File: src/core/axis_stop_map.vh
// Register map, field positions, fault codes and timing for the axis stop block
`ifndef AXIS_STOP_MAP_VH
`define AXIS_STOP_MAP_VH

// Register word indices; the byte address is four times the index
`define REG_CTRL        4'h0
`define REG_DECEL       4'h1
`define REG_JERK        4'h2
`define REG_STATUS      4'h3
`define REG_IRQ_STAT    4'h4
`define REG_IRQ_MASK    4'h5
`define REG_SPEED       4'h6

// Control fields
`define CTRL_TRIG_BIT   0
`define CTRL_AXIS_LSB   8
`define CTRL_AXIS_MSB   13

// Status fields
`define ST_BUSY_BIT     0
`define ST_ACTIVE_BIT   1
`define ST_DONE_BIT     2
`define ST_SUPER_BIT    3
`define ST_ERROR_BIT    4
`define ST_LOCK_BIT     5
`define ST_CODE_LSB     16

// Interrupt event bits
`define IRQ_DONE_BIT    0
`define IRQ_SUPER_BIT   1
`define IRQ_ERROR_BIT   2
`define IRQ_REFUSE_BIT  3

// Reset values
`define CTRL_RST        32'h0000_0100
`define DECEL_RST       16'h0001
`define JERK_RST        16'h0001
`define MASK_RST        4'h0

// Legal axis numbers
`define AXIS_MIN        6'h01
`define AXIS_MAX        6'h20

// Fault codes, values arbitrary
`define FC_NONE         16'h0000
`define FC_BAD_AXIS     16'h0101
`define FC_BAD_DECEL    16'h0102
`define FC_BAD_JERK     16'h0103
`define FC_ALARM        16'h0201
`define FC_OFFLINE      16'h0202

// Update period and core clock
`define UPDATE_PERIOD_NS 1000000
`define CORE_CLK_HZ      10000000
`define UPDATE_CYCLES    ((`UPDATE_PERIOD_NS / 1000) * (`CORE_CLK_HZ / 1000000))

// Bus answers
`define RESP_OKAY       2'h0
`define RESP_SLVERR     2'h2

`endif

File: src/core/axis_stop_block.v
// Axis stop command handshake, axis lock and AXI4-Lite register slave
//
// Notes on behaviour
// - Busy rises in the tick seeing trigger rise
// - Active rises one update period after busy
// - At zero speed done, busy, active held
// - Trigger fall after completion clears all three
// - Early trigger fall: done one period then clear
// - Supersession sets flag, drops busy and active
// - Later stop on same axis aborts earlier one
// - Flag clears on trigger low, else one period
// - Fault or illegal input: error, code, drop
// - Axis held stopping while trigger stays high
// - Refuse other motion while busy or done is set
// - Takeover aborts velocity move, clears at-velocity
// - Decelerate at supplied rate until rest
// - Axis 1 to 32, decel rate captured at rise
// - Only rising trigger starts; others ignored
`timescale 1ns/1ps
`include "axis_stop_map.vh"
module axis_stop_block #(
  parameter TICK_CYCLES = `UPDATE_CYCLES,
  parameter SPEED_W     = 16
) (
  input  wire               core_clk_i,
  input  wire               reset_n_i,
  input  wire [5:0]         s_axi_awaddr,
  input  wire               s_axi_awvalid,
  output reg                s_axi_awready,
  input  wire [31:0]        s_axi_wdata,
  input  wire [3:0]         s_axi_wstrb,
  input  wire               s_axi_wvalid,
  output reg                s_axi_wready,
  output reg  [1:0]         s_axi_bresp,
  output reg                s_axi_bvalid,
  input  wire               s_axi_bready,
  input  wire [5:0]         s_axi_araddr,
  input  wire               s_axi_arvalid,
  output reg                s_axi_arready,
  output reg  [31:0]        s_axi_rdata,
  output reg  [1:0]         s_axi_rresp,
  output reg                s_axi_rvalid,
  input  wire               s_axi_rready,
  input  wire               axis_alarm_i,
  input  wire               axis_online_i,
  input  wire               later_stop_i,
  input  wire               other_cmd_i,
  input  wire               vel_move_running_i,
  input  wire [SPEED_W-1:0] axis_speed_i,
  output reg  [SPEED_W-1:0] speed_cmd_o,
  output reg                vel_move_aborted_o,
  output reg                vel_at_speed_clr_o,
  output reg                axis_locked_o,
  output reg                cmd_refused_o,
  output reg                irq_o
);
  localparam [5:0] S_IDLE  = 6'h01;
  localparam [5:0] S_START = 6'h02;
  localparam [5:0] S_DECEL = 6'h04;
  localparam [5:0] S_HOLD  = 6'h08;
  localparam [5:0] S_LAST  = 6'h10;
  localparam [5:0] S_WAIT  = 6'h20;

  function [31:0] merge_strb;
    input [31:0] old_v;
    input [31:0] new_v;
    input [3:0]  strb;
    integer i;
    begin
      for (i = 0; i < 4; i = i + 1) begin
        merge_strb[i*8 +: 8] = strb[i] ? new_v[i*8 +: 8] : old_v[i*8 +: 8];
      end
    end
  endfunction

  ////////////////////////////////////////////////////////////////////////////
  // Pin synchronisers
  reg [4:0]         pin_s1_r;
  reg [4:0]         pin_s2_r;
  reg [SPEED_W-1:0] spd_s1_r;
  reg [SPEED_W-1:0] spd_s2_r;
  wire alarm_s   = pin_s2_r[0];
  wire online_s  = pin_s2_r[1];
  wire later_s   = pin_s2_r[2];
  wire other_s   = pin_s2_r[3];
  wire velrun_s  = pin_s2_r[4];

  // Speed is only snapshotted at takeover, so a two-stage copy is enough
  always @(posedge core_clk_i or negedge reset_n_i) begin
    if (!reset_n_i) begin
      pin_s1_r <= 5'h02;
      pin_s2_r <= 5'h02;
      spd_s1_r <= {SPEED_W{1'b0}};
      spd_s2_r <= {SPEED_W{1'b0}};
    end else begin
      pin_s1_r <= {vel_move_running_i, other_cmd_i, later_stop_i, axis_online_i, axis_alarm_i};
      pin_s2_r <= pin_s1_r;
      spd_s1_r <= axis_speed_i;
      spd_s2_r <= spd_s1_r;
    end
  end

  ////////////////////////////////////////////////////////////////////////////
  // Update tick and speed ramp
  wire               tick;
  wire [SPEED_W-1:0] speed;
  reg                load_r;
  reg  [15:0]        decel_cap_r;

  update_tick #(.DIV(TICK_CYCLES)) u_tick (
    .core_clk_i (core_clk_i),
    .reset_n_i  (reset_n_i),
    .tick_o     (tick)
  );

  reg [5:0] state_r;

  decel_ramp #(.W(SPEED_W)) u_ramp (
    .core_clk_i (core_clk_i),
    .reset_n_i  (reset_n_i),
    .tick_i     (tick),
    .load_i     (load_r),
    .load_val_i (spd_s2_r),
    .run_i      (state_r == S_DECEL),
    .rate_i     (decel_cap_r[SPEED_W-1:0]),
    .speed_o    (speed)
  );

  ////////////////////////////////////////////////////////////////////////////
  // Registers written by software and handshake status state
  reg [31:0] ctrl_r;
  reg [15:0] decel_r;
  reg [15:0] jerk_r;
  reg [3:0]  irq_mask_r;
  reg [3:0]  irq_stat_r;
  reg        busy_r;
  reg        active_r;
  reg        done_r;
  reg        super_r;
  reg        error_r;
  reg [15:0] fault_code_r;
  reg [5:0]  axis_cap_r;
  reg        trig_prev_r;
  reg        later_prev_r;
  reg        later_seen_r;

  wire       trig    = ctrl_r[`CTRL_TRIG_BIT];
  wire [5:0] axis_in = ctrl_r[`CTRL_AXIS_MSB:`CTRL_AXIS_LSB];
  wire       locked  = busy_r | done_r;

  ////////////////////////////////////////////////////////////////////////////
  // Handshake state machine, evaluated once per update tick
  wire rise  = trig & ~trig_prev_r;
  wire fault = alarm_s | ~online_s;

  always @(posedge core_clk_i or negedge reset_n_i) begin
    if (!reset_n_i) begin
      state_r            <= S_IDLE;
      busy_r             <= 1'b0;
      active_r           <= 1'b0;
      done_r             <= 1'b0;
      super_r            <= 1'b0;
      error_r            <= 1'b0;
      fault_code_r       <= `FC_NONE;
      trig_prev_r        <= 1'b0;
      axis_cap_r         <= 6'h0;
      decel_cap_r        <= 16'h0;
      load_r             <= 1'b0;
      later_prev_r       <= 1'b0;
      later_seen_r       <= 1'b0;
      vel_move_aborted_o <= 1'b0;
      vel_at_speed_clr_o <= 1'b0;
    end else begin
      load_r       <= 1'b0;
      later_prev_r <= later_s;
      // A later stop edge between ticks is kept until the next tick
      if (later_s && !later_prev_r) begin
        later_seen_r <= 1'b1;
      end else if (tick) begin
        later_seen_r <= 1'b0;
      end
      if (tick) begin
        trig_prev_r <= trig;
        case (state_r)
          S_IDLE: begin
            vel_move_aborted_o <= 1'b0;
            vel_at_speed_clr_o <= 1'b0;
            if (rise) begin
              axis_cap_r  <= axis_in;
              decel_cap_r <= decel_r;
              if (axis_in < `AXIS_MIN || axis_in > `AXIS_MAX) begin
                error_r      <= 1'b1;
                fault_code_r <= `FC_BAD_AXIS;
                state_r      <= S_WAIT;
              end else if (decel_r == 16'h0) begin
                error_r      <= 1'b1;
                fault_code_r <= `FC_BAD_DECEL;
                state_r      <= S_WAIT;
              end else if (jerk_r == 16'h0) begin
                error_r      <= 1'b1;
                fault_code_r <= `FC_BAD_JERK;
                state_r      <= S_WAIT;
              end else begin
                busy_r  <= 1'b1;
                state_r <= S_START;
              end
            end
          end
          S_START, S_DECEL, S_HOLD: begin
            if (fault) begin
              error_r      <= 1'b1;
              fault_code_r <= alarm_s ? `FC_ALARM : `FC_OFFLINE;
              busy_r       <= 1'b0;
              active_r     <= 1'b0;
              done_r       <= 1'b0;
              state_r      <= S_WAIT;
            end else if (later_seen_r || (later_s && !later_prev_r)) begin
              super_r  <= 1'b1;
              busy_r   <= 1'b0;
              active_r <= 1'b0;
              done_r   <= 1'b0;
              state_r  <= S_WAIT;
            end else if (state_r == S_START) begin
              active_r <= 1'b1;
              load_r   <= 1'b1;
              if (velrun_s) begin
                vel_move_aborted_o <= 1'b1;
                vel_at_speed_clr_o <= 1'b1;
              end
              state_r <= S_DECEL;
            end else if (state_r == S_DECEL) begin
              if (speed == {SPEED_W{1'b0}} && !load_r) begin
                done_r  <= 1'b1;
                state_r <= trig ? S_HOLD : S_LAST;
              end
            end else if (!trig) begin
              done_r   <= 1'b0;
              busy_r   <= 1'b0;
              active_r <= 1'b0;
              state_r  <= S_IDLE;
            end
          end
          S_LAST: begin
            done_r   <= 1'b0;
            busy_r   <= 1'b0;
            active_r <= 1'b0;
            state_r  <= S_IDLE;
          end
          S_WAIT: begin
            vel_move_aborted_o <= 1'b0;
            vel_at_speed_clr_o <= 1'b0;
            if (!trig) begin
              super_r      <= 1'b0;
              error_r      <= 1'b0;
              fault_code_r <= `FC_NONE;
              state_r      <= S_IDLE;
            end
          end
          default: begin
            state_r <= S_IDLE;
          end
        endcase
      end
    end
  end

  ////////////////////////////////////////////////////////////////////////////
  // Axis lock and refusal of other motion commands
  always @(posedge core_clk_i or negedge reset_n_i) begin
    if (!reset_n_i) begin
      axis_locked_o <= 1'b0;
      cmd_refused_o <= 1'b0;
      speed_cmd_o   <= {SPEED_W{1'b0}};
    end else begin
      axis_locked_o <= locked;
      cmd_refused_o <= locked & other_s;
      speed_cmd_o   <= speed;
    end
  end

  ////////////////////////////////////////////////////////////////////////////
  // Interrupt events
  reg done_q_r;
  reg super_q_r;
  reg error_q_r;
  reg refuse_q_r;
  wire [3:0] ev = {cmd_refused_o & ~refuse_q_r, error_r & ~error_q_r,
                   super_r & ~super_q_r, done_r & ~done_q_r};

  ////////////////////////////////////////////////////////////////////////////
  // AXI4-Lite slave
  reg        aw_have_r;
  reg        w_have_r;
  reg [3:0]  aw_idx_r;
  reg [31:0] wdata_r;
  reg [3:0]  wstrb_r;
  wire [3:0] ar_idx = s_axi_araddr[5:2];
  wire       do_wr  = aw_have_r & w_have_r & ~s_axi_bvalid;
  wire [3:0] w1c    = (do_wr && aw_idx_r == `REG_IRQ_STAT) ? (wdata_r[3:0] & {4{wstrb_r[0]}}) : 4'h0;
  wire [31:0] decel_m = merge_strb({16'h0, decel_r}, wdata_r, wstrb_r);
  wire [31:0] jerk_m  = merge_strb({16'h0, jerk_r}, wdata_r, wstrb_r);

  always @(posedge core_clk_i or negedge reset_n_i) begin
    if (!reset_n_i) begin
      s_axi_awready <= 1'b0;
      s_axi_wready  <= 1'b0;
      s_axi_bvalid  <= 1'b0;
      s_axi_bresp   <= `RESP_OKAY;
      aw_have_r     <= 1'b0;
      w_have_r      <= 1'b0;
      aw_idx_r      <= 4'h0;
      wdata_r       <= 32'h0;
      wstrb_r       <= 4'h0;
      ctrl_r        <= `CTRL_RST;
      decel_r       <= `DECEL_RST;
      jerk_r        <= `JERK_RST;
      irq_mask_r    <= `MASK_RST;
    end else begin
      s_axi_awready <= ~aw_have_r & ~s_axi_awready & s_axi_awvalid;
      s_axi_wready  <= ~w_have_r & ~s_axi_wready & s_axi_wvalid;
      if (s_axi_awvalid && s_axi_awready) begin
        aw_have_r <= 1'b1;
        aw_idx_r  <= s_axi_awaddr[5:2];
      end
      if (s_axi_wvalid && s_axi_wready) begin
        w_have_r <= 1'b1;
        wdata_r  <= s_axi_wdata;
        wstrb_r  <= s_axi_wstrb;
      end
      if (do_wr) begin
        aw_have_r    <= 1'b0;
        w_have_r     <= 1'b0;
        s_axi_bvalid <= 1'b1;
        s_axi_bresp  <= `RESP_OKAY;
        case (aw_idx_r)
          `REG_CTRL:     ctrl_r     <= merge_strb(ctrl_r, wdata_r, wstrb_r) & 32'h0000_3f01;
          `REG_DECEL:    decel_r    <= decel_m[15:0];
          `REG_JERK:     jerk_r     <= jerk_m[15:0];
          `REG_IRQ_MASK: irq_mask_r <= wstrb_r[0] ? wdata_r[3:0] : irq_mask_r;
          `REG_IRQ_STAT: irq_mask_r <= irq_mask_r;
          default:       s_axi_bresp <= `RESP_SLVERR;
        endcase
      end else if (s_axi_bvalid && s_axi_bready) begin
        s_axi_bvalid <= 1'b0;
      end
    end
  end

  // Set wins over a write-one clear landing in the same cycle
  always @(posedge core_clk_i or negedge reset_n_i) begin
    if (!reset_n_i) begin
      irq_stat_r <= 4'h0;
      irq_o      <= 1'b0;
      done_q_r   <= 1'b0;
      super_q_r  <= 1'b0;
      error_q_r  <= 1'b0;
      refuse_q_r <= 1'b0;
    end else begin
      done_q_r   <= done_r;
      super_q_r  <= super_r;
      error_q_r  <= error_r;
      refuse_q_r <= cmd_refused_o;
      irq_stat_r <= (irq_stat_r & ~w1c) | ev;
      irq_o      <= |(((irq_stat_r & ~w1c) | ev) & irq_mask_r);
    end
  end

  always @(posedge core_clk_i or negedge reset_n_i) begin
    if (!reset_n_i) begin
      s_axi_arready <= 1'b0;
      s_axi_rvalid  <= 1'b0;
      s_axi_rdata   <= 32'h0;
      s_axi_rresp   <= `RESP_OKAY;
    end else begin
      s_axi_arready <= ~s_axi_rvalid & ~s_axi_arready & s_axi_arvalid;
      if (s_axi_arvalid && s_axi_arready) begin
        s_axi_rvalid <= 1'b1;
        s_axi_rresp  <= `RESP_OKAY;
        case (ar_idx)
          `REG_CTRL:     s_axi_rdata <= ctrl_r;
          `REG_DECEL:    s_axi_rdata <= {16'h0, decel_r};
          `REG_JERK:     s_axi_rdata <= {16'h0, jerk_r};
          `REG_STATUS:   s_axi_rdata <= {fault_code_r, 2'h0, axis_cap_r, 2'h0, locked, error_r, super_r,
                                         done_r, active_r, busy_r};
          `REG_IRQ_STAT: s_axi_rdata <= {28'h0, irq_stat_r};
          `REG_IRQ_MASK: s_axi_rdata <= {28'h0, irq_mask_r};
          `REG_SPEED:    s_axi_rdata <= {{(32-SPEED_W){1'b0}}, speed};
          default: begin
            s_axi_rdata <= 32'h0;
            s_axi_rresp <= `RESP_SLVERR;
          end
        endcase
      end else if (s_axi_rvalid && s_axi_rready) begin
        s_axi_rvalid <= 1'b0;
      end
    end
  end
endmodule

File: src/core/update_tick.v
// Divider that produces the one-cycle update period tick
`timescale 1ns/1ps
module update_tick #(
  parameter DIV = 10000
) (
  input  wire        core_clk_i,
  input  wire        reset_n_i,
  output reg         tick_o
);
  reg [31:0] cnt_r;

  always @(posedge core_clk_i or negedge reset_n_i) begin
    if (!reset_n_i) begin
      cnt_r  <= 32'h0;
      tick_o <= 1'b0;
    end else if (cnt_r == DIV - 1) begin
      cnt_r  <= 32'h0;
      tick_o <= 1'b1;
    end else begin
      cnt_r  <= cnt_r + 32'h1;
      tick_o <= 1'b0;
    end
  end
endmodule

File: src/core/decel_ramp.v
// Speed ramp that lowers the commanded speed by the rate on each update tick
`timescale 1ns/1ps
module decel_ramp #(
  parameter W = 16
) (
  input  wire         core_clk_i,
  input  wire         reset_n_i,
  input  wire         tick_i,
  input  wire         load_i,
  input  wire [W-1:0] load_val_i,
  input  wire         run_i,
  input  wire [W-1:0] rate_i,
  output reg  [W-1:0] speed_o
);
  always @(posedge core_clk_i or negedge reset_n_i) begin
    if (!reset_n_i) begin
      speed_o <= {W{1'b0}};
    end else if (load_i) begin
      speed_o <= load_val_i;
    end else if (tick_i && run_i) begin
      // Clamp at rest so a large rate never wraps round
      if (speed_o > rate_i) begin
        speed_o <= speed_o - rate_i;
      end else begin
        speed_o <= {W{1'b0}};
      end
    end
  end
endmodule

File: config.mk
export PLATFORM = sky130hd
export DESIGN_NAME = axis_stop_block
export DESIGN_NICKNAME = d
export VERILOG_FILES = /design/src/core/axis_stop_block.v /design/src/core/update_tick.v /design/src/core/decel_ramp.v
export VERILOG_INCLUDE_DIRS = /design/src /design/src/core
export SDC_FILE = /design/constraint.sdc
export NUM_CORES = 1
export LEC_CHECK = 0
export BUFFER_PORTS_ARGS = -buffer_cell sky130_fd_sc_hd__buf_2
export CORE_MARGIN = 2
export CORE_UTILIZATION = 60
export DETAILED_ROUTE_END_ITERATION = 10
export HOLD_SLACK_MARGIN = 0.02
export PLACE_DENSITY = 0.82
export SKIP_LAST_GASP = 1
export SLEW_MARGIN = 30
export SYNTH_ARGS = -nofsm -noshare
export SYNTH_HDL_FRONTEND = slang
export SYNTH_SLANG_ARGS = --single-unit
File: constraint.sdc
create_clock -name core_clk_i -period 6.9 [get_ports core_clk_i]
set_input_delay 0.69 -clock core_clk_i [delete_from_list [all_inputs] [get_ports core_clk_i]]
set_output_delay 0.69 -clock core_clk_i [all_outputs]
set_load 0.005 [all_outputs]
* Word level (Yosys, flattened, before mapping)
Cells that the tools add are included.
Storage, ports and cells: input bits 76, register bits 280, output and inout bits 62
Cells by class: magnitude comparators 3, bitwise operators 34, add/subtract/negate cells 2, reductions and logical operators 49, mux-type cells 78, equality and inequality tests 37
Operators with widths (count):
- $pmux 32 s7 | 1
- $mux 16 | 9
- $mux 6 | 10
- $logic_not 16->1 | 3
- $pmux 16 s3 | 1
- $mux 1 | 44
- $add 32x1->32 const B | 1
- $eq 32x14->1 const B | 1
- $mux 32 | 1
- $reduce_and 3->1 | 9
- $ne 2x2->1 const B | 11
- $eq 4x3->1 const B | 5
- $pmux 6 s3 | 1
- $reduce_bool 2->1 | 9
- $gt 16x16->1 | 1
- $ne 4x4->1 const B | 4
- $sub 16x16->16 | 1
- $ne 5x5->1 const B | 3
- $and 1x1->1 | 14
- $not 1->1 | 13
- $and 4x4->4 | 3
- $eq 4x2->1 const B | 3
- $reduce_and 6->1 | 2
- $reduce_and 5->1 | 2
- other kinds (31) | 51

* Logic depth before layout (Yosys ltp)
Gate-level depths: netlist of the first run.
depth in word-level cells 9, mapped depth 10, depth with buffers taken out 9

* Modules after synthesis
A second synthesis of the first run with hierarchy kept.
Second synthesis, totals: cell total of the unflattened synthesis 945, area total of the unflattened synthesis 11304.6 um^2
By module, submodules not included:
- axis_stop_block | sequential area each 5137.4 um^2, cells each 622, area each 8127.8 um^2, instances 1
- decel_ramp | sequential area each 400.4 um^2, cells each 181, area each 1606.5 um^2, instances 1
- update_tick | sequential area each 825.8 um^2, cells each 142, area each 1570.3 um^2, instances 1

* Worst setup path after synthesis of the first run
No wires, ideal clock.
kind register -> register, from register u_ramp.speed_o[0], to register u_ramp.speed_o[15], path slack 4462 ps, buffers on the path 0, cell stages (with the launch flop) 10, arrival 2334 ps, path through dfrtp_1 > inv_1 > ha_1 > fa_1 > nor2b_1 > o31ai_1 > a22oi_1 > nand4_1 > a211o_1 > o41ai_2
On the way: word-level cells in the longest chain between the ends 4, elaborated cells between the ends (all ways) 5, those cells by class add/sub: 1; order compare: 1; mux: 3
Ends and longest elaborated chain:
- from (decl) | line decel_ramp.v:13 | output reg [W-1:0] speed_o
- from (signal assigned) | line decel_ramp.v:17 | speed_o <= {W{1'b0}};
- from (signal assigned) | line decel_ramp.v:19 | speed_o <= load_val_i;
- from (signal assigned) | line decel_ramp.v:23 | speed_o <= speed_o - rate_i;
- $sub 16x16->16 or $gt 16x16->1 (tied branches) | line decel_ramp.v:23, decel_ramp.v:22
- $mux 16 (*) | line decel_ramp.v:22 | if (speed_o > rate_i) begin
- $mux 16 (*) | line decel_ramp.v:20 | end else if (tick_i && run_i) begin
- $mux 16 (*) | line decel_ramp.v:18 | end else if (load_i) begin
Every way passes the cells marked *; elsewhere a longest branch is shown, timed or not. The select of a mux whose other input is x is not followed. A chain may end at the register's enable or synchronous reset.

* Worst setup path after layout of the first run
Same ends and word-level chain as after synthesis.

==> impl_metrics.ini, run 1 <==
[worst_setup_path]
end_kind = flip-flop
capture_instance_of_the_worst_register_to_register_path = u_ramp.speed_o[15]
reg2regPathDepth = 9
reg2reg_from = u_ramp.speed_o[0]
worst_ep_required_time_ns = 7.32
worst-r2r-setup-slack_ns = 3.81
crit_start = u_ramp.speed_o[0]
worst_setup_path_start_kind = flip-flop
critical_path_arrival_ns = 3.50
critical_path_class = flip-flop to flip-flop
highest_fanout_seen_on_the_critical_path = 16

[grt]
track_usage_pct = 26.35
vias_in_the_first_global_route = 7853
grt_pass1_wl_um = 41630
grt-ovfl-total = 0
grt_antenna_before_repair = 0
grt_start_max_net_pins = 111

[cells_and_area]
area_delta_synth_final_pct = 13.48
nets = 1114
finalInstanceArea_um2 = 12500
nFillCells = 1271
final_layout_size_suffix_gt1_share_pct = 24.88
number_of_antenna_diodes = 0
seqCellArea_um2 = 6364
multi_input_area_um2 = 4328
final_cell_count_without_fillers = 1266

[detailed_routing]
initialDrtViolationCount = 847
drt_first_pass_iters = 6
drt_wl_total_um = 25260
drt-wirelength-per-cell_um = 19.96
dr_total_vias = 7904
detail_route.drc_violations = 0
postRouteAntennaNets = 0
avg_vias_per_cell = 6.243

[clocking]
cts-root-to-sink-buffers = 3
ctsResizeCount = 0
cts_max_level = 1
numCtsBuffers = 26
holdBufCountCts = 0
cts_root_buf = sky130_fd_sc_hd__clkbuf_16
post_cts_buffers = 0
cts_num_sinks = 254
cts_tree = done
worstSkewPairLatency_ns = 0.54
cts.reportedPaths.clkPinSlew_ns = 0.06

[floorplanning]
design.die.area_um2 = 19460
placement_rows = 49
initial_utilization_pct = 61.32
die_w_um = 139.5
die_height_um = 139.5
ioPinCount = 138
fp.coreArea_um2 = 17960

[timing]
timing.max_slew.rel_slack_pct = 35.64
final.min_clock_period_ns = 3.087
rsz0062_at_grt = no
max_slew.worst_pin.slew_ns = 0.9654
report.final.setup_viol = 0
maxClockFrequency_mhz = 324.0
timing.setup.tns_ns = 0
final-max-slew-violation-count = 0
layout_setup_ws_ns = 3.813
final.setup_skew_ns = 0.02942
layout_worst_path_cycle_share_pct = 44.74
report.final.hold_viol_count = 0

[run_status]
status = finished, final reports clean

[logic_synthesis]
synthCells = 919
flop_and_latch_count_out_of_synthesis = 254
synth-edff-count = 0
synth-seq-area-share_pct = 57.78
number_of_distinct_library_cells_after_synthesis = 72
synth-main-ff-cell = sky130_fd_sc_hd__dfrtp_1
synth.avg_cell_area_um2 = 11.99
post_synth_instance_area_um2 = 11010
ys_warn_count = 0
asyncSetResetFlopFracSynth_pct = 100.0

[placement]
numPortBuffers = 101
detailedPlacementHpwl_um = 17150
globalplace.congestion = 0.9026
placed_area_um2 = 11670
dp_slack_ns = 3.903
placedCellCount = 1221

[job]
drv.max_cap_violation_count = 0

[pwr]
cellPowerDensity_nw_per_um2 = 294.8
worst_ir_drop_vdd_mv = 0.2421
power.leakage_nw = 5.986

[worst_hold_path]
hold_path_class = input port to async pin
[metrics by stage]
| step | power, mW | hold WS (ns) | util (%) |
|---|---|---|---|
| 2_1_floorplan | 2.128 | 0.3312 | - |
| 3_3_place_gp | 2.310 | 0.3323 | 64.99 |
| 3_5_place_dp | 2.341 | 0.3347 | 64.99 |
| 4_1_cts | 3.694 | 0.2313 | 69.55 |
| 5_1_grt | 3.840 | 0.2331 | 69.58 |
| 6_report | 3.685 | 0.2166 | 69.58 |
[cells in the mapped netlist (4+ instances only)]
cell type	n	area, um^2
sky130_fd_sc_hd__a21o_1	11	82.58
sky130_fd_sc_hd__a21oi_1	25	125.1
sky130_fd_sc_hd__a221oi_1	4	35.03
sky130_fd_sc_hd__a222oi_1	11	110.1
sky130_fd_sc_hd__a22o_1	9	78.83
sky130_fd_sc_hd__a22oi_1	35	262.8
sky130_fd_sc_hd__and2_1	7	43.79
sky130_fd_sc_hd__and3_1	14	87.58
sky130_fd_sc_hd__and4_1	4	35.03
sky130_fd_sc_hd__buf_4	15	112.6
sky130_fd_sc_hd__clkbuf_1	27	101.4
sky130_fd_sc_hd__dfrtp_1	248	6206
sky130_fd_sc_hd__dfstp_2	6	157.7
sky130_fd_sc_hd__ha_1	17	212.7
sky130_fd_sc_hd__inv_1	35	131.4
sky130_fd_sc_hd__mux2_2	90	1013
sky130_fd_sc_hd__nand2_1	56	210.2
sky130_fd_sc_hd__nand2b_1	8	50.05
sky130_fd_sc_hd__nand3_1	24	120.1
sky130_fd_sc_hd__nand3b_1	4	30.03
sky130_fd_sc_hd__nand4_1	13	81.33
sky130_fd_sc_hd__nor2_1	37	138.9
sky130_fd_sc_hd__nor2b_1	12	75.07
sky130_fd_sc_hd__nor3_1	6	30.03
sky130_fd_sc_hd__nor3b_1	10	75.07
sky130_fd_sc_hd__nor4_1	18	112.6
sky130_fd_sc_hd__o2111ai_1	4	35.03
sky130_fd_sc_hd__o211ai_1	4	30.03
sky130_fd_sc_hd__o21a_1	9	67.56
sky130_fd_sc_hd__o21ai_0	42	210.2
sky130_fd_sc_hd__o21ai_1	10	50.05
sky130_fd_sc_hd__o31ai_1	6	45.04
sky130_fd_sc_hd__or3_1	5	31.28
sky130_fd_sc_hd__xnor2_1	19	166.4
sky130_fd_sc_hd__xor2_1	19	166.4
[report_power, final]
| part | internal, mW | switching (mW) |
|---|---|---|
| Sequential | 1.68 | 0.214 |
| Combinational | 0.225 | 0.224 |
| Clock | 0.772 | 0.574 |
[layout make-up]
class                   count  area share (%)
inverters                  35           1.051
clock inverters            11          0.7808
repair buffers            108           4.575
well taps                 229           2.292
multi-input cells         595           34.62
clock buffers              34           5.766
flip-flops and latches    254           50.91
[critical path, stage by stage, from the launching register on]
cell,delay (ns)
sky130_fd_sc_hd__dfrtp_1,0.44
sky130_fd_sc_hd__inv_1,0.07
sky130_fd_sc_hd__ha_1,0.23
sky130_fd_sc_hd__fa_1,0.40
sky130_fd_sc_hd__nor2b_1,0.17
sky130_fd_sc_hd__o31ai_1,0.12
sky130_fd_sc_hd__a22oi_1,0.46
sky130_fd_sc_hd__nand4_1,0.16
sky130_fd_sc_hd__a211o_1,0.50
sky130_fd_sc_hd__o41ai_2,0.41
[how the worst max path moves through the flow]
stage	to	slack [ns]	cells after the start
floorplan	u_ramp.speed_o[15]	4.46	9
global placement	u_ramp.speed_o[15]	3.96	9
detailed placement	u_ramp.speed_o[15]	3.90	9
CTS	u_ramp.speed_o[15]	3.85	9
global route	u_ramp.speed_o[15]	3.58	9
finish	u_ramp.speed_o[15]	3.81	9
[cell families after synthesis]
group	synth area share (%)
buf+inv	3.442
flops	57.78
mux	9.395
other cells	0.03405
compound gates	12.81
fa+ha+maj	2.113
xor+xnor	3.022
simple gates	11.41
[state kept, by name, summed over array words and instances (netlist names), 5 cells and up]
register / count
u_tick.cnt_r: 32
s_axi_rdata: 20
decel_cap_r: 16
decel_r: 16
jerk_r: 16
spd_s1_r: 16
spd_s2_r: 16
speed_cmd_o: 16
u_ramp.speed_o: 16
wdata_r: 16
ctrl_r: 7
axis_cap_r: 6
state_r: 6
pin_s1_r: 5
pin_s2_r: 5
[placed cells by master, fill, tap and decap left out, types with 24 or more instances in the layout]
cell type                   count
sky130_fd_sc_hd__dfrtp_1      248
sky130_fd_sc_hd__buf_2        100
sky130_fd_sc_hd__mux2_2        90
sky130_fd_sc_hd__nand2_1       55
sky130_fd_sc_hd__o21ai_0       42
sky130_fd_sc_hd__nor2_1        37
sky130_fd_sc_hd__inv_1         35
sky130_fd_sc_hd__a22oi_1       35
sky130_fd_sc_hd__clkbuf_16     26
sky130_fd_sc_hd__a21oi_1       25
sky130_fd_sc_hd__nand3_1       24
[layer usage]
layer	track usage (%)	up-vias	share of wire, %
li1	-	3550	-
met1	37.90	3976	43
met2	42.23	338	48
met3	4.233	40	7.5
met4	7.390	0	1.9
met5	0	-	0
Note: power is estimated with default switching activity, not from simulation.
==> run 2: changes to the inputs <==
CORE_UTILIZATION = 58   (was 60)
PLACE_DENSITY = 0.8   (was 0.82)
clock period = 3.05 ns   (was 6.9 ns; I/O delays follow)
==> impl_metrics.ini, run 2 (synthesized netlist as in run 1, its figures left out) <==
[grt]
grt_start_max_net_pins = 110
vias_in_the_first_global_route = 7843
grt_pass1_wl_um = 41490
track_usage_pct = 26.01
grt-ovfl-total = 0
grt_antenna_before_repair = 1

[worst_setup_path]
cpMaxStageDelayCell = sky130_fd_sc_hd__a211o_1
worst-r2r-setup-slack_ns = 0.28
worst_setup_path_start_kind = flip-flop
critical_path_class = flip-flop to flip-flop
critPathMaxStageDelay_ns = 0.48
capture_instance_of_the_worst_register_to_register_path = u_ramp.speed_o[15]
end_kind = flip-flop
timing.critical_path.cells = inv_1 > ha_1 > fa_1 > nor2b_1 > o31ai_1 > a22oi_1 > nand4_1 > a211o_1 > o41ai_2
critical_path_buf_inv_count = 1
highest_fanout_seen_on_the_critical_path = 16
critical_path_arrival_ns = 3.18
path_delay_family = compound AO/OA/AOI/OAI gates
reg2reg_from = u_ramp.speed_o[0]
reg2regPathDepth = 9
worst_ep_required_time_ns = 3.47

[timing]
layout_worst_path_cycle_share_pct = 90.66
timing.setup.tns_ns = 0
final.min_clock_period_ns = 2.765
rsz0062_at_grt = no
maxClockFrequency_mhz = 361.7
report.final.setup_viol = 0
timing.max_slew.rel_slack_pct = 39.80
final.setup_skew_ns = 0.008743
final-max-slew-violation-count = 0
report.final.hold_viol_count = 0
max_slew.worst_pin.slew_ns = 0.8997

[cells_and_area]
nFillCells = 1323
multi_input_area_um2 = 4320
area_delta_synth_final_pct = 18.98
largest_registers = u_tick.cnt_r (32), s_axi_rdata (20)
final_cell_mix = sky130_fd_sc_hd__dfrtp_1 (248), sky130_fd_sc_hd__buf_2 (100), sky130_fd_sc_hd__mux2_2 (90)
final_core_utilization_pct = 70.30
layout_commonest_cell = sky130_fd_sc_hd__dfrtp_1
finalInstanceArea_um2 = 13110
largest-register = u_tick.cnt_r
nets = 1174
final_cell_count_without_fillers = 1332
seqCellArea_um2 = 6364
final_layout_size_suffix_gt1_share_pct = 24.61
largest_register_ffs = 32

[clocking]
cts.reportedPaths.clkPinSlew_ns = 0.06
worstSkewPairLatency_ns = 0.52
cts_num_sinks = 254
numCtsBuffers = 26
cts_root_buf = sky130_fd_sc_hd__clkbuf_16
cts_max_level = 1
post_cts_buffers = 0
holdBufCountCts = 44
cts_tree = done
cts-root-to-sink-buffers = 3
ctsResizeCount = 0

[job]
drv.max_cap_violation_count = 0

[floorplanning]
ioPinCount = 138
placement_rows = 50
initial_utilization_pct = 59.08
die_w_um = 141.8
fp.coreArea_um2 = 18640
design.die.area_um2 = 20110
die_height_um = 141.8

[pwr]
share_of_power_burned_in_registers_pct = 50.3
cellInternalPower_mw = 6.256
comb_power_share_pct = 12.3
worst_ir_drop_vdd_mv = 0.6349
power_mw = 8.471
power.clock.fraction_pct = 37.3
power.leakage_nw = 6.266
switching_power_mw = 2.214
cellPowerDensity_nw_per_um2 = 646.4
swShare_pct = 26.14

[placement]
placedCellCount = 1242
placed_area_um2 = 11810
globalplace.congestion = 0.9083
detailedPlacementHpwl_um = 17820
numPortBuffers = 101

[worst_hold_path]
hold_path_class = input port to flip-flop
hold_path_end = wdata_r[3]
min_from = s_axi_wdata[3]
timing.hold.worst_path_depth = 2

[detailed_routing]
drt_wl_total_um = 25830
avg_vias_per_cell = 6.012
drt-wirelength-per-cell_um = 19.39
detail_route.drc_violations = 0
postRouteAntennaNets = 0
drt_first_pass_iters = 6
initialDrtViolationCount = 616
dr_total_vias = 8008

[run_status]
status = finished, final reports clean
[run 2: cell types whose count changed in the layout (fill, tap and decap cells not counted), sizes merged]
cell         delta
buf            +16
dlygate4sd3    +44
bufinv          +2
diode           +1
clkinv          -3
clkbuf          +1
[run 2: layer usage]
metal	vias to the layer above	wire (um)	global-route usage [%]
met5	-	0	0
met4	0	663	7.632
met3	59	1751	4.860
met2	323	12530	42.87
met1	3969	10890	35.64
li1	3657	-	-
[run 2: worst max-delay path by stage]
stage | slack (ns) | end | from | depth (start not counted)
3_3_place_gp | 0.36 | u_ramp.speed_o[15] | u_ramp.speed_o[0] | 9
3_5_place_dp | 0.31 | u_ramp.speed_o[15] | u_ramp.speed_o[0] | 9
5_1_grt | 0.17 | u_ramp.speed_o[15] | u_ramp.speed_o[0] | 9
6_report | 0.28 | u_ramp.speed_o[15] | u_ramp.speed_o[0] | 9
4_1_cts | 0.30 | u_ramp.speed_o[15] | u_ramp.speed_o[0] | 9
2_1_floorplan | 0.61 | u_ramp.speed_o[15] | u_ramp.speed_o[0] | 9
[run 2: per-stage QoR]
step	worst slack [ns]	hold slack (ns)
6_report	0.2849	0.02573
5_1_grt	0.1738	0.02544
4_1_cts	0.2998	0.02133
3_5_place_dp	0.3054	0.3363
3_3_place_gp	0.3627	0.3335
2_1_floorplan	0.6123	0.009409
[run 2: cell type report]
cell class | instances | share of cell area, %
Antenna cell | 1 | 0.01909
Clock buffer | 35 | 5.538
Clock inverter | 10 | 0.9738
Inverter | 35 | 1.002
Multi-Input combinational cell | 595 | 32.97
Sequential cell | 254 | 48.56
Tap cell | 234 | 2.234
Timing Repair Buffer | 168 | 8.707
[run 2: power groups by stage]
stage | Clock, mW | Combinational, mW | Sequential [mW]
floorplan | 0 | 0.717 | 4.10
global placement | 0 | 0.960 | 4.28
detailed placement | 0 | 0.997 | 4.30
CTS | 3.20 | 1.04 | 4.25
global route | 3.36 | 1.17 | 4.32
finish | 3.16 | 1.05 | 4.26
[run 2: worst reg2reg max path, stage by stage (launching register included)]
cell and delay, ns:
sky130_fd_sc_hd__dfrtp_1 0.44, sky130_fd_sc_hd__inv_1 0.07, sky130_fd_sc_hd__ha_1 0.23, sky130_fd_sc_hd__fa_1 0.41, sky130_fd_sc_hd__nor2b_1 0.15, sky130_fd_sc_hd__o31ai_1 0.13
sky130_fd_sc_hd__a22oi_1 0.24, sky130_fd_sc_hd__nand4_1 0.13, sky130_fd_sc_hd__a211o_1 0.48, sky130_fd_sc_hd__o41ai_2 0.39
